--- src/core/rrie_pkg.sv ---
// Shared constants and carrier types for the return and rotate execution block
package rrie_pkg;
   // Instruction word geometry
   localparam int OPC_W       = 14;
   localparam int PC_W        = 13;
   localparam int DATA_W      = 8;
   localparam int FADDR_W     = 7;
   // Fixed opcodes and decode masks
   localparam logic [13:0] OPC_IRQ_RET    = 14'h0009;
   localparam logic [13:0] OPC_RETURN     = 14'h0008;
   localparam logic [13:0] MSK_LIT_RET    = 14'h3C00;
   localparam logic [13:0] VAL_LIT_RET    = 14'h3400;
   localparam logic [13:0] MSK_ROT_L      = 14'h3F00;
   localparam logic [13:0] VAL_ROT_L      = 14'h0D00;
   // Bit positions: opcode destination select, interrupt enable in control register, data top bit
   localparam int DEST_BIT    = 7;
   localparam int IRQ_EN_BIT  = 7;
   localparam int MSB_BIT     = 7;
   // Reset values
   localparam logic [7:0]  RST_IRQ_CTRL   = 8'h00;
   localparam logic [7:0]  RST_ACC        = 8'h00;
   localparam logic [12:0] RST_PC         = 13'h0000;
   // Cycles per instruction
   localparam logic [1:0]  CYC_RETURN     = 2'h2;
   localparam logic [1:0]  CYC_ROTATE     = 2'h1;

   typedef enum logic [2:0]
   {
      OP_NONE   = 3'b000,
      OP_IRQ_RET = 3'b001,
      OP_RETURN  = 3'b010,
      OP_LIT_RET = 3'b011,
      OP_ROT_L   = 3'b100
   } rrie_op_t;

   typedef enum logic
   {
      ST_IDLE   = 1'b0,
      ST_SECOND = 1'b1
   } rrie_state_t;

   // Arithmetic status flags
   typedef struct packed
   {
      logic zero;
      logic digit_carry;
      logic carry;
   } rrie_flags_t;

   // Instruction issue with the addressed file register's value
   typedef struct packed
   {
      logic                 valid;
      logic [OPC_W-1:0]     opcode;
      logic [DATA_W-1:0]    file_rd_data;
   } rrie_req_t;

   // File register write back
   typedef struct packed
   {
      logic                 en;
      logic [FADDR_W-1:0]   addr;
      logic [DATA_W-1:0]    data;
   } rrie_fwr_t;
endpackage : rrie_pkg

--- src/core/rrie_exec.sv ---
// Execution unit for interrupt return, subroutine returns and rotate left through carry
//
// Functional notes
// - Interrupt return pops stack, loads popped top into PC, takes two cycles.
// - Interrupt return also sets global interrupt enable, bit 7 of control register.
// - Subroutine return pops stack into PC, two cycles, status flags untouched.
// - Return with literal writes the 8-bit immediate into the accumulator, flags untouched.
// - Return with literal also pops stack into PC, two cycles total.
// - Rotate left shifts file value left, old carry in, old top bit to carry.
// - Rotate destination bit 0 writes accumulator, 1 writes back to file register.
`timescale 1ns/1ps
`default_nettype none
module rrie_exec
(
   input  wire logic               core_clk,
   input  wire logic               rst_n,
   input  wire rrie_pkg::rrie_req_t req,
   input  wire logic [12:0]        stack_top,
   input  wire logic               flags_wr_en,
   input  wire rrie_pkg::rrie_flags_t flags_wr_data,
   input  wire logic               irq_ctrl_wr_en,
   input  wire logic [7:0]         irq_ctrl_wr_data,
   output logic                    ready,
   output logic                    instr_done,
   output logic                    stack_pop,
   output logic [12:0]             pc,
   output logic [7:0]              acc,
   output rrie_pkg::rrie_flags_t   flags,
   output logic [7:0]              irq_control_reg,
   output rrie_pkg::rrie_fwr_t     file_wr
);
   import rrie_pkg::*;

   rrie_state_t  state_r;
   logic         ready_r;
   logic         done_r;
   logic         pop_r;
   logic [12:0]  pc_r;
   logic [7:0]   acc_r;
   rrie_flags_t  flags_r;
   logic [7:0]   irq_ctrl_r;
   rrie_fwr_t    fwr_r;
   rrie_op_t     op;
   logic         take;
   logic [7:0]   rot_val;
   logic [7:0]   lit;
   logic         dest;

   // Opcode classification
   function automatic rrie_op_t decode_op(input logic [13:0] opc);
      rrie_op_t r;
      r = OP_NONE;
      if (opc == OPC_IRQ_RET)
         r = OP_IRQ_RET;
      else if (opc == OPC_RETURN)
         r = OP_RETURN;
      else if ((opc & MSK_LIT_RET) == VAL_LIT_RET)
         r = OP_LIT_RET;
      else if ((opc & MSK_ROT_L) == VAL_ROT_L)
         r = OP_ROT_L;
      return r;
   endfunction : decode_op

   // True for the three opcodes that pop the call stack
   function automatic logic is_ret(input rrie_op_t o);
      return (o == OP_IRQ_RET) || (o == OP_RETURN) || (o == OP_LIT_RET);
   endfunction : is_ret

   // Issue decode and operand fields
   assign take    = req.valid && ready_r;
   assign op      = take ? decode_op(req.opcode) : OP_NONE;
   assign lit     = req.opcode[7:0];
   assign dest    = req.opcode[DEST_BIT];
   assign rot_val = {req.file_rd_data[MSB_BIT-1:0], flags_r.carry};

   // Two cycle sequencing for returns
   always_ff @(posedge core_clk)
   begin
      if (!rst_n)
      begin
         state_r <= ST_IDLE;
         ready_r <= 1'b1;
         done_r  <= 1'b0;
      end
      else
      begin
         done_r <= 1'b0;
         unique case (state_r)
            ST_IDLE:
            begin
               if (is_ret(op))
               begin
                  state_r <= ST_SECOND;
                  ready_r <= 1'b0;
               end
               else if (take)
                  done_r <= 1'b1; // Single cycle ops and unknown codes
            end
            ST_SECOND:
            begin
               state_r <= ST_IDLE;
               ready_r <= 1'b1;
               done_r  <= 1'b1;
            end
         endcase
      end
   end

   // Program counter and stack pop
   always_ff @(posedge core_clk)
   begin
      if (!rst_n)
      begin
         pc_r  <= RST_PC;
         pop_r <= 1'b0;
      end
      else
      begin
         pop_r <= 1'b0;
         if (is_ret(op))
         begin
            pc_r  <= stack_top;
            pop_r <= 1'b1;
         end
      end
   end

   // Accumulator
   always_ff @(posedge core_clk)
   begin
      if (!rst_n)
         acc_r <= RST_ACC;
      else if (op == OP_LIT_RET)
         acc_r <= lit;
      else if (op == OP_ROT_L && !dest)
         acc_r <= rot_val;
   end

   // Status flags, write port loads all of them, among ops only rotate touches carry
   // returns hold flags
   always_ff @(posedge core_clk)
   begin
      if (!rst_n)
         flags_r <= '0;
      else
      begin
         if (flags_wr_en)
            flags_r <= flags_wr_data;
         if (op == OP_ROT_L)
            flags_r.carry <= req.file_rd_data[MSB_BIT];
      end
   end

   // Interrupt control, hardware set wins over a write
   always_ff @(posedge core_clk)
   begin
      if (!rst_n)
         irq_ctrl_r <= RST_IRQ_CTRL;
      else
      begin
         if (irq_ctrl_wr_en)
            irq_ctrl_r <= irq_ctrl_wr_data;
         if (op == OP_IRQ_RET)
            irq_ctrl_r[IRQ_EN_BIT] <= 1'b1;
      end
   end

   // File register write back
   always_ff @(posedge core_clk)
   begin
      if (!rst_n)
         fwr_r <= '0;
      else
      begin
         fwr_r.en   <= (op == OP_ROT_L) && dest;
         fwr_r.addr <= req.opcode[FADDR_W-1:0];
         fwr_r.data <= rot_val;
      end
   end

   assign ready           = ready_r;
   assign instr_done      = done_r;
   assign stack_pop       = pop_r;
   assign pc              = pc_r;
   assign acc             = acc_r;
   assign flags           = flags_r;
   assign irq_control_reg = irq_ctrl_r;
   assign file_wr         = fwr_r;

   // Helper copies for checks
   logic [12:0]  top_q;
   logic [7:0]   fdat_q;
   logic         c_q;
   logic         fw_q;
   always_ff @(posedge core_clk)
   begin
      top_q  <= stack_top;
      fdat_q <= req.file_rd_data;
      c_q    <= flags_r.carry;
      fw_q   <= flags_wr_en;
   end
endmodule : rrie_exec
`default_nettype wire

--- config.mk ---
export PLATFORM = sky130hd
export DESIGN_NAME = rrie_exec
export DESIGN_NICKNAME = d
export VERILOG_FILES = /design/src/core/rrie_pkg.sv /design/src/core/rrie_exec.sv
export SDC_FILE = /design/constraint.sdc
export NUM_CORES = 1
export LEC_CHECK = 0
export ABC_AREA = 1
export BUFFER_PORTS_ARGS = -buffer_cell sky130_fd_sc_hd__buf_2
export CORE_AREA = 2 2 76 64
export DETAILED_ROUTE_END_ITERATION = 6
export DIE_AREA = 0 0 78 66
export PLACE_DENSITY = 0.9
export SYNTH_ARGS = -nofsm -noshare
export SYNTH_HDL_FRONTEND = slang
export SYNTH_SLANG_ARGS = --single-unit
export TNS_END_PERCENT = 5
--- constraint.sdc ---
create_clock -name core_clk -period 3 [get_ports core_clk]
set_input_delay 0.6 -clock core_clk [delete_from_list [all_inputs] [get_ports core_clk]]
set_output_delay 0.6 -clock core_clk [all_outputs]
set_load 0.02 [all_outputs]
# [Word-level counts from Yosys, hierarchy flattened]
# Index checks and enable logic that the tools add are counted.
[word_totals] out_inout_bits=51 word_cells=51 inputBits=51 register_bits=52
[classes] n_eq_ne=9 n_mux=18 n_reduce_logical=9 bitwise_logic=1
[ops] op="$eq A14 B4 Y1 const B" n=2
[ops] op="$mux W8" n=3
[ops] op="$mux W3" n=5
[ops] op="$mux W1" n=7
[ops] op="$eq A3 B2 Y1 const B" n=2
[ops] op="$eq A6 B4 Y1 const B" n=1
[ops] op="$pmux W1 S2" n=3
[ops] op="$reduce_bool A2 Y1" n=3
[ops] op="$eq A4 B4 Y1 const B" n=1
[ops] op="$eq A3 B1 Y1 const B" n=1
[ops] op="$eq A3 B3 Y1 const B" n=1
[ops] op="$logic_and A1 B1 Y1" n=3
[ops] op="$logic_or A1 B1 Y1" n=2
[ops] op="$ne A2 B2 Y1 const B" n=1
[ops] op="$logic_not A1 Y1" n=1
[ops] op="$not A1 Y1" n=1

# [Depth between registers and ports, before layout]
# Gate-level depths: netlist (run 1).
[logic_depth] ltp_word=11 ltp_mapped=10 mapped_depth_nobuf=9

# [Worst setup path before layout (run 1)]
# Ideal clock, no wire load.
[synth_timing] kind="input to register" start="input req[20] (netlist name)" end="register pc_r[10], in the netlist pc[10]" cell_stages=9 required_ns=2.885 setup_time_ns=0.115 path_slack_ns=1.458 arrival_time_ns=1.427 n_path_buf=1 cell_sequence="nor2_2 nand2_2 nor2_4 nand2_1 nand3_4 buf_6 nand3_1 nand2_1 nor2_1"
[synth_between] elab_chain_cells=9 elab_cells_between_ends=14 classes_between="eq/ne (7); mux (5); reduce/logical (2)"
[synth_rtl] element="start, declared" line_no="rrie_exec.sv:17" text="input wire rrie_pkg::rrie_req_t req,"
[synth_rtl] element="$eq A6 B4 Y1" line_no="rrie_exec.sv:59" text="else if ((opc & MSK_ROT_L) == VAL_ROT_L)"
[synth_rtl] element="$mux W3" line_no="rrie_exec.sv:59"
[synth_rtl] element="$mux W3" line_no="rrie_exec.sv:57" text="else if ((opc & MSK_LIT_RET) == VAL_LIT_RET)"
[synth_rtl] element="$mux W3" line_no="rrie_exec.sv:55" text="else if (opc == OPC_RETURN)"
[synth_rtl] element="$mux W3 *" line_no="rrie_exec.sv:53" text="if (opc == OPC_IRQ_RET)"
[synth_rtl] element="$mux W3 *" line_no="rrie_exec.sv:71" text="assign op = take ? decode_op(req.opcode) : OP_NONE;"
[synth_rtl] element="$eq A3 B1 Y1 or $eq A3 B2 Y1 (tied branches)" line_no="rrie_exec.sv:66" text="return (o == OP_IRQ_RET) || (o == OP_RETURN) || (o == OP_LIT_RET);"
[synth_rtl] element="$logic_or A1 B1 Y1" line_no="rrie_exec.sv:66"
[synth_rtl] element="$logic_or A1 B1 Y1 *" line_no="rrie_exec.sv:66"
[synth_rtl] element="end signal, assigned" line_no="rrie_exec.sv:122" text="pc_r <= stack_top;"
[synth_rtl] element="end, declared" line_no="rrie_exec.sv:38" text="logic [12:0] pc_r;"
# Every way passes the cells marked *; elsewhere a longest branch is shown, timed or not.
# A chain may end at the register's enable or synchronous reset.

# [Worst setup path after layout (run 1)]
[layout_timing] start="register ready_r, in the netlist ready" end="register acc_r[2], in the netlist acc[2]"
[layout_between] elab_chain_cells=5 elab_cells_between_ends=7 classes_between="eq/ne (2); mux (2); reduce/logical (3)"
[layout_rtl] element="start, declared" line_no="rrie_exec.sv:35" text="logic ready_r;"
[layout_rtl] element="start signal, assigned" line_no="rrie_exec.sv:82" text="ready_r <= 1'b1;"
[layout_rtl] element="start signal, assigned" line_no="rrie_exec.sv:94" text="ready_r <= 1'b0;"
[layout_rtl] element="start signal, assigned" line_no="rrie_exec.sv:102" text="ready_r <= 1'b1;"
[layout_rtl] element="$logic_and A1 B1 Y1 *" line_no="rrie_exec.sv:70" text="assign take = req.valid && ready_r;"
[layout_rtl] element="$mux W3 *" line_no="rrie_exec.sv:71"
[layout_rtl] element="$eq A3 B3 Y1" line_no="rrie_exec.sv:135" text="else if (op == OP_ROT_L && !dest)"
[layout_rtl] element="$logic_and A1 B1 Y1" line_no="rrie_exec.sv:135"
[layout_rtl] element="$reduce_bool A2 Y1 (no source line)"
[layout_rtl] element="end signal, assigned" line_no="rrie_exec.sv:134" text="acc_r <= lit;"
[layout_rtl] element="end signal, assigned" line_no="rrie_exec.sv:136" text="acc_r <= rot_val;"
[layout_rtl] element="end, declared" line_no="rrie_exec.sv:39" text="logic [7:0] acc_r;"
# Marked as above.

==> impl_metrics.env, run 1 <==
export IMPL_status="completed"
export IMPL_firstDrtPassIters=4
export IMPL_layout_common_cells="101 x buf_2, 59 x nand2_1, 52 x dfxtp_1, 43 x inv_1, 42 x nor2_1"
export IMPL_path_cells="nand2_1 -> inv_2 -> nand4_2 -> nand2_2 -> nand2_1 -> a21oi_1"
export IMPL_maxCapViolations=0
export IMPL_hold_viol=0
export IMPL_use_met2_pct=32.8
export IMPL_drt_wl_total_um=4820
export IMPL_cts_max_level=2
export IMPL_syn_inst=287
export IMPL_critPathArrivalTime_ns=2.30
export IMPL_skew_ns=0.0121
export IMPL_final_setup_viol_count=0
export IMPL_ys_seq_elements=52
export IMPL_hold_path_class="reg -> reg"
export IMPL_met1_usage_pct=22.9
export IMPL_synth_top_area_share_pct=49.9
export IMPL_track_usage_pct=18.9
export IMPL_die_x_um=78
export IMPL_post_cts_setup_buffers=0
export IMPL_grt_pass1_wl_um=7730
export IMPL_nets=433
export IMPL_tritoncts="yes"
export IMPL_final_layout_size_suffix_gt1_share_pct=31.1
export IMPL_ys_warn_count=0
export IMPL_finalWeightedCongestion=0.755
export IMPL_fp_dieH_um=66
export IMPL_grt_met3_usage_pct=5.46
export IMPL_portBuffers=101
export IMPL_cp_common_cell="nand2_1"
export IMPL_antenna_left=0
export IMPL_power_density_nw_per_um2=510
export IMPL_ios=102
export IMPL_fmax_ghz=0.485
export IMPL_n_antenna_cell=0
export IMPL_vias_per_cell=4.64
export IMPL_maxSlewHeadroom_pct=53.6
export IMPL_worst_pin_slew_ns=0.695
export IMPL_fin_crit_ns=2.06
export IMPL_vias=2056
export IMPL_antenna_found_initial=0
export IMPL_critPathRequiredTime_ns=3.23
export IMPL_grt_pass1_vias=1816
export IMPL_crit_fanout=32
export IMPL_clk_latency_ns=0.31
export IMPL_post_cts_resized=0
export IMPL_syn_to_final_growth_pct=29.9
export IMPL_tns_ns=0
export IMPL_busiest_layer="met2"
export IMPL_core_um2=4400
export IMPL_fp_dieArea_um2=5150
export IMPL_path_clk_slew_ns=0.10
export IMPL_gr_total_overflow=0
export IMPL_drt_iter0_drc=78
export IMPL_cp_slowest_cell="nand4_2"
export IMPL_maxSlewViolCount=0
export IMPL_ys_seq_area_share_pct=49.9
export IMPL_p_leak_uw=0.00153
export IMPL_largest_reg_flops=16
export IMPL_yosys_area_top_type="dfxtp_1"
export IMPL_hold_buffers=0
export IMPL_syn_area_um2=2090
export IMPL_drc=0
export IMPL_slowest_delay_ns=0.57
export IMPL_clock_path_buffers=2
export IMPL_syn_num_nets=338
export IMPL_end_kind="register"
export IMPL_path_class="reg -> reg"
export IMPL_numClockSinks=52
export IMPL_avgSynthCellArea_um2=7.28
export IMPL_finalNonFillerCells=443
export IMPL_start_util_pct=47.4
export IMPL_fin_crit_sh_pct=68.7
export IMPL_wl_per_cell_um=10.9
export IMPL_numCtsBuffers=5
export IMPL_rows=22
export IMPL_grt_max_degree=43
export IMPL_r2r_slack_ns=0.94
export IMPL_vdd_ir_drop_max_mv=0.309
export IMPL_yosys_cell_types_count=23
export IMPL_synth_area_leaders="dfxtp_1 50%, nand2_1 11%, inv_1 7.7%, nor2_1 7.5%, nand3_1 5.8%"
export IMPL_mostFrequentLayoutCell="buf_2"
export IMPL_dp_cells=435
export IMPL_rsz0062_at_grt="false"
export IMPL_cp_start_kind="register"
export IMPL_dpl_hpwl_um=3550
export IMPL_clock_root_buffer="clkbuf_8"
export IMPL_n_fill_cell=412
[worst max-delay path: cells and delay by family, from the launching register on]
family | cells | cell delay [ns]
AO/OA/AOI/OAI | 1 | 0.15
flip-flops | 1 | 0.37
AND/OR/NAND/NOR | 4 | 1.07
buffers and inverters | 1 | 0.39
[synth_stat cells (all sizes together)]
| cell type | number |
|---|---|
| nand4 | 3 |
| nand3b | 1 |
| dfxtp | 52 |
| nand3 | 25 |
| nand2 | 61 |
| a21oi | 21 |
| clkbuf | 7 |
| a31oi | 2 |
| inv | 44 |
| nor2 | 45 |
| o21ai | 18 |
| nor3 | 2 |
| buf | 6 |
[per-stage QoR]
| step | worst slack (ns) | hold WS, ns | cell area (um^2) | total power [uW] | utilization, % |
|---|---|---|---|---|---|
| 6_report | 0.939 | 0.422 | 2710 | 1380 | 61.6 |
| 3_5_place_dp | 0.671 | 0.415 | 2600 | 927 | 59.1 |
| 2_1_floorplan | 1.46 | 0.399 | 2090 | 851 | - |
| 3_3_place_gp | 0.791 | 0.410 | 2600 | 922 | 59.1 |
| 5_1_grt | 0.671 | 0.460 | 2710 | 1450 | 61.6 |
| 4_1_cts | 0.946 | 0.428 | 2710 | 1400 | 61.6 |
[per-layer routing]
metal  wire, um  share of wire, %  up-vias
met2       2170                45       77
met3        397               8.2        7
met1       2210                46      897
met4         53               1.1        0
met5          0                 0        -
li1           -                 -     1075
[report_power, final]
group	leakage [uW]	internal [uW]	switching, uW	total (uW)
combinational	0.00105	66.7	116	182
sequential	0.000427	717	10.5	728
clock	0.0000541	247	225	472
[final cells by class]
class	instances	area [um^2]	area share, %
Sequential cell	52	1040	38.4
Multi-Input combinational cell	178	815	30.0
Timing Repair Buffer	101	505	18.6
Inverter	44	165	6.09
Tap cell	60	75.1	2.77
Clock buffer	5	68.8	2.54
Clock inverter	3	42.5	1.57
[cells by family after synthesis]
family	count (synthesis)	synth area share [%]
DFF	52	49.9
buffers and inverters	57	11.1
AOI/OAI and AO/OA	41	9.95
and+or+nand+nor	137	29.1
[worst paths after layout]
check,endpoint,cells past startpoint,startpoint
max,acc[2],6,ready
min,state_r,1,state_r
max reg2reg,acc[2],6,ready
min reg2reg,state_r,1,state_r
Note: power is estimated with default switching activity, not from simulation.
==> inputs of run 2 (changes only) <==
- CORE_AREA: 2 2 76 64 -> 2 2 80 66
- DIE_AREA: 0 0 78 66 -> 0 0 82 68
- PLACE_DENSITY: 0.9 -> 0.84
- clock period: 3 -> 2 ns (I/O delays scaled with it)
==> run 2 against run 1 <==
Critical path depth did not move. Clock power rose by 49%. Wire length rose by 3.4%. Via count rose by 2.8%. Sequential cell count did not move. Global-route usage fell by 1.0 points. Non-clock buffer count rose by 3. Hold slack got worse by 0.13 ns. Count of clock-buffer cells in the layout did not move. Cell area rose by 0.92%.
==> impl_metrics.env, run 2 (synthesis results as in run 1) <==
export IMPL_status="completed"
export IMPL_hold_slack_ns=0.290
export IMPL_setup_ws_ns=0.422
export IMPL_maxCapViolations=0
export IMPL_r2r_cells=6
export IMPL_p_int_uw=1550
export IMPL_maxSlewViolCount=0
export IMPL_grt_pass1_wl_um=7760
export IMPL_nets=436
export IMPL_post_place_ws_ns=0.250
export IMPL_gr_total_overflow=0
export IMPL_combPwrFrac_pct=13.4
export IMPL_mostFrequentLayoutCell="buf_2"
export IMPL_start_util_pct=43.2
export IMPL_cp_start_kind="register"
export IMPL_n_fill_cell=473
export IMPL_end_kind="register"
export IMPL_holdPathStages=3
export IMPL_cp_slowest_cell="nand4_2"
export IMPL_rows=23
export IMPL_maxSlewHeadroom_pct=63.2
export IMPL_busiest_layer="met2"
export IMPL_met1_usage_pct=21.4
export IMPL_worst_pin_slew_ns=0.550
export IMPL_post_cts_setup_buffers=0
export IMPL_vias_per_cell=4.72
export IMPL_final_setup_viol_count=0
export IMPL_ios=102
export IMPL_fin_area_um2=2740
export IMPL_grt_met3_usage_pct=4.35
export IMPL_rsz0062_at_grt="false"
export IMPL_slowest_delay_ns=0.44
export IMPL_syn_to_final_growth_pct=31.1
export IMPL_design_power_total_uw=2070
export IMPL_grt_pass1_vias=1856
export IMPL_use_met2_pct=31.9
export IMPL_clk_latency_ns=0.30
export IMPL_p_leak_uw=0.00154
export IMPL_track_usage_pct=17.9
export IMPL_skew_ns=0.00557
export IMPL_post_cts_resized=0
export IMPL_numClockSinks=52
export IMPL_fin_crit_ns=1.58
export IMPL_pwr_share_clk_pct=34.0
export IMPL_firstDrtPassIters=4
export IMPL_vdd_ir_drop_max_mv=0.465
export IMPL_vias=2114
export IMPL_power_density_nw_per_um2=758
export IMPL_wl_per_cell_um=11.1
export IMPL_multiInputGateArea_um2=815
export IMPL_die_x_um=82
export IMPL_antenna_found_initial=0
export IMPL_path_clk_slew_ns=0.09
export IMPL_fp_dieH_um=68
export IMPL_tns_ns=0
export IMPL_fp_dieArea_um2=5580
export IMPL_crit_fanout=22
export IMPL_grt_max_degree=32
export IMPL_numCtsBuffers=5
export IMPL_critPathArrivalTime_ns=1.81
export IMPL_drt_wl_total_um=4990
export IMPL_antenna_left=0
export IMPL_final_layout_size_suffix_gt1_share_pct=31.6
export IMPL_post_dp_cell_area_um2=2630
export IMPL_layout_common_cells="101 x buf_2, 59 x nand2_1, 52 x dfxtp_1, 43 x inv_1, 42 x nor2_1"
export IMPL_seq_area_um2=1040
export IMPL_clock_path_buffers=2
export IMPL_clock_root_buffer="clkbuf_8"
export IMPL_portBuffers=101
export IMPL_largest_reg_flops=16
export IMPL_dpl_hpwl_um=3750
export IMPL_netSwitchingFraction_pct=25.3
export IMPL_hold_path_class="in -> reg"
export IMPL_fmax_ghz=0.634
export IMPL_path_cells="nand2_1 -> inv_2 -> nand4_2 -> o21ai_0 -> nand2_1 -> a21oi_1"
export IMPL_core_um2=4830
export IMPL_fin_crit_sh_pct=78.9
export IMPL_p_seq_share_pct=52.7
export IMPL_n_antenna_cell=0
export IMPL_critPathRequiredTime_ns=2.23
export IMPL_cp_common_cell="nand2_1"
export IMPL_finalWeightedCongestion=0.752
export IMPL_path_class="reg -> reg"
export IMPL_drc=0
export IMPL_hold_viol=0
export IMPL_cts_max_level=2
export IMPL_power_switching_uw=525
export IMPL_tritoncts="yes"
export IMPL_drt_iter0_drc=93
export IMPL_hold_buffers=0
-- run 2: cell count changes in the layout (fill, tap and decap cells not counted), sizes merged --
cell | before | now
buf | 101 | 104
-- run 2: worst max-delay path: cells and delay by family, from the launching register on --
family / cells / cell delay (ns)
and+or+nand+nor: 3 / 0.59
buffers and inverters: 1 / 0.06
AOI/OAI and AO/OA: 2 / 0.52
DFF: 1 / 0.35
-- run 2: worst paths after layout --
kind	from	end	slack, ns
setup reg to reg	ready	acc[2]	0.42
hold reg to reg	state_r	state_r	0.43
hold / removal	req[4]	file_wr[5]	0.29
setup / recovery	ready	acc[2]	0.42
-- run 2: per-layer routing --
layer  part of all wire [%]  wire [um]  vias to the layer above
li1                       -          -                     1080
met1                     44       2210                      954
met2                     47       2350                       74
met3                    7.8        391                        6
met4                   0.84         42                        0
met5                      0          0                        -
-- run 2: cell type report --
| type | count | share of cell area [%] |
|---|---|---|
| clock buffer | 5 | 2.51 |
| inverter | 44 | 6.03 |
| timing repair buffer | 104 | 19.3 |
| sequential | 52 | 38.0 |
| multi-input combinational | 178 | 29.8 |
| clock inverter | 3 | 1.55 |
| tap | 62 | 2.83 |
-- run 2: power by group through the flow --
stage          registers [uW]  clock network (uW)  logic [uW]
2_1_floorplan            1170                   0         109
3_3_place_gp             1110                   0         275
3_5_place_dp             1120                   0         279
4_1_cts                  1090                 729         279
5_1_grt                  1100                 765         310
6_report                 1090                 705         277
-- run 2: through the flow --
stage	instances	util [%]
3_3_place_gp	440	54.3
4_1_cts	448	56.6
2_1_floorplan	287	-
6_report	448	56.6
5_1_grt	448	56.6
3_5_place_dp	440	54.3
==> inputs of run 3 (changes only) <==
- ABC_AREA: 1 -> 0
- CORE_AREA: 2 2 80 66 -> 2 2 81 68
- DIE_AREA: 0 0 82 68 -> 0 0 83 70
- PLACE_DENSITY: 0.84 -> 0.8
- clock period: 2 -> 1.4 ns (I/O delays scaled with it)
==> run 3 against run 2 <==
The run now ends with setup timing left. Count of clock-buffer cells in the layout grew 3. Clock skew shrank 0.0015 ns. Sequential share of layout area rose by 0.50 points. Setup slack got worse by 0.46 ns. Total power grew 34%. Synthesized cell count decreased by 34%. Die area grew 4.2%. Register-to-register slack lost 0.43 ns. Sequential power increased by 42%. Combinational power up 32%. Core utilization shrank 3.9 points. Largest cell class unchanged. Highest routed layer unchanged.
==> impl_metrics.env, run 3 <==
export IMPL_portBuffers=101
export IMPL_clock_root_buffer="clkbuf_8"
export IMPL_fp_dieArea_um2=5810
export IMPL_p_leak_uw=0.00145
export IMPL_n_antenna_cell=0
export IMPL_synth_top_area_share_pct=53.9
export IMPL_mostFrequentLayoutCell="buf_2"
export IMPL_antenna_left=0
export IMPL_synth_area_leaders="dfxtp_1 54%, mux2i_1 16%, nand2_1 6.0%, and2_1 4.9%, nor2b_1 3.2%"
export IMPL_wl_per_cell_um=11.7
export IMPL_setup_ws_ns=-0.0365
export IMPL_gr_total_overflow=0
export IMPL_drc=0
export IMPL_combPwrFrac_pct=13.2
export IMPL_dp_cells=359
export IMPL_fmax_ghz=0.696
export IMPL_avgSynthCellArea_um2=10.2
export IMPL_maxSlewHeadroom_pct=80.1
export IMPL_critPathLaunch="req[20]"
export IMPL_maxCapViolations=0
export IMPL_syn_num_nets=241
export IMPL_hold_path_class="in -> reg"
export IMPL_dpl_hpwl_um=3210
export IMPL_power_switching_uw=667
export IMPL_largest_reg_flops=16
export IMPL_async_flop_share_pct=0
export IMPL_core_um2=5130
export IMPL_yosysMostFrequentCell="dfxtp_1"
export IMPL_drt_iter0_drc=35
export IMPL_r2r_start="ready"
export IMPL_fin_crit_sh_pct=103
export IMPL_syn_inst=190
export IMPL_clk_latency_ns=0.30
export IMPL_failed_checks="setup timing"
export IMPL_critPathRequiredTime_ns=1.59
export IMPL_die_x_um=83
export IMPL_power_density_nw_per_um2=1020
export IMPL_vias=1680
export IMPL_end_kind="register"
export IMPL_fin_crit_ns=1.44
export IMPL_hold_viol=0
export IMPL_layout_common_cells="100 x buf_2, 51 x dfxtp_1, 31 x mux2i_1, 30 x nand2_1, 15 x and2_1"
export IMPL_skew_ns=0.00412
export IMPL_yosys_area_top_type="dfxtp_1"
export IMPL_pwr_share_clk_pct=30.9
export IMPL_start_util_pct=37.6
export IMPL_ys_seq_elements=52
export IMPL_worst_pin_slew_ns=0.296
export IMPL_grt_max_degree=66
export IMPL_synth_edf_count=0
export IMPL_fp_dieH_um=70
export IMPL_drt_wl_total_um=4290
export IMPL_status="finished, violations left"
export IMPL_design_power_total_uw=2770
export IMPL_numClockSinks=52
export IMPL_nets=351
export IMPL_finalNonFillerCells=366
export IMPL_rows=24
export IMPL_final_layout_size_suffix_gt1_share_pct=42.5
export IMPL_antenna_found_initial=0
export IMPL_p_seq_share_pct=56.0
export IMPL_firstDrtPassIters=4
export IMPL_ios=102
export IMPL_grt_pass1_wl_um=7110
export IMPL_yosys_cell_types_count=25
export IMPL_ys_flop_type="dfxtp_1"
export IMPL_path_clk_slew_ns=0.08
export IMPL_final_setup_viol_count=20
export IMPL_p_int_uw=2110
export IMPL_finalWeightedCongestion=0.833
export IMPL_ys_seq_area_share_pct=53.9
export IMPL_synthTopCellsByCount="52 x dfxtp_1, 31 x mux2i_1, 31 x nand2_1"
export IMPL_numCtsBuffers=5
export IMPL_grt_pass1_vias=1623
export IMPL_crit_fanout=3
export IMPL_cts_max_level=2
export IMPL_hp_start="req[1]"
export IMPL_clock_path_buffers=2
export IMPL_syn_to_final_growth_pct=40.0
export IMPL_track_usage_pct=15.1
export IMPL_netSwitchingFraction_pct=24.1
export IMPL_syn_area_um2=1930
export IMPL_tns_ns=-0.507
export IMPL_ys_warn_count=0
export IMPL_maxSlewViolCount=0
export IMPL_vdd_ir_drop_max_mv=0.555
export IMPL_path_class="in -> reg"
export IMPL_cp_start_kind="input port"
export IMPL_vias_per_cell=4.59
export IMPL_critPathArrivalTime_ns=1.63
export IMPL_rsz0062_at_grt="true"
export IMPL_tritoncts="yes"
export IMPL_n_fill_cell=465
## run 3: logic make-up after synthesis
kind of cell	Yosys count	share of synthesized area, %
buffers and inverters	12	2.72
AND/OR/NAND/NOR	74	20.9
multiplexers	31	16.1
flip-flops	52	53.9
AO/OA/AOI/OAI	21	6.48
## run 3: final timing paths
kind,end,slack (ns),cells after the start
worst max-delay path,pc[11],-0.04,6
worst min-delay path,file_wr[2],0.20,2
worst max register to register,acc[3],-0.01,4
worst min register to register,pc[8],0.46,2
## run 3: per-layer routing
metal	share of wire [%]	vias to the layer above	wire, um	global-route usage [%]
li1	-	856	-	-
met1	43	749	1840	17.0
met2	47	66	2030	26.3
met3	7.7	9	332	4.96
met4	2.1	0	89	6.19
met5	0	-	0	0
## run 3: per-stage QoR
stage	hold WS, ns	instance area [um^2]	worst slack (ns)	utilization, %
finish	0.197	2710	-0.0365	52.7
detailed placement	0.451	2600	-0.403	50.7
global route	0.193	2710	-0.115	52.7
global placement	0.443	2600	-0.365	50.7
CTS	0.184	2710	-0.0479	52.8
floorplan	0.394	1930	-0.268	-
## run 3: critical path: stages
cell,delay (ns)
buf_2,0.12
or4_4,0.52
nor4_4,0.32
nor2_2,0.10
buf_4,0.17
mux2i_1,0.11
## run 3: cell type report
| cell class | count | area (um^2) | area share (%) |
|---|---|---|---|
| well taps | 65 | 81.3 | 3.01 |
| repair buffers | 115 | 642 | 23.7 |
| clock buffers | 8 | 90.1 | 3.33 |
| flip-flops and latches | 52 | 1040 | 38.5 |
| multi-input cells | 126 | 850 | 31.4 |
## run 3: timing repair
action,CTS,global route
setup endpoints to repair,20,24
hold buffers,0,0
endpoints found under the hold margin,0,0
resized for setup,5,1
setup buffers,0,0
## run 3: power groups by stage
stage                     clock [uW]  combinational [uW]  sequential, uW
final                            856                 365            1550
after global routing             951                 399            1560
after CTS                        899                 368            1550
after detailed placement           0                 365            1590
after global placement             0                 359            1590
after floorplan                    0                 118            1660
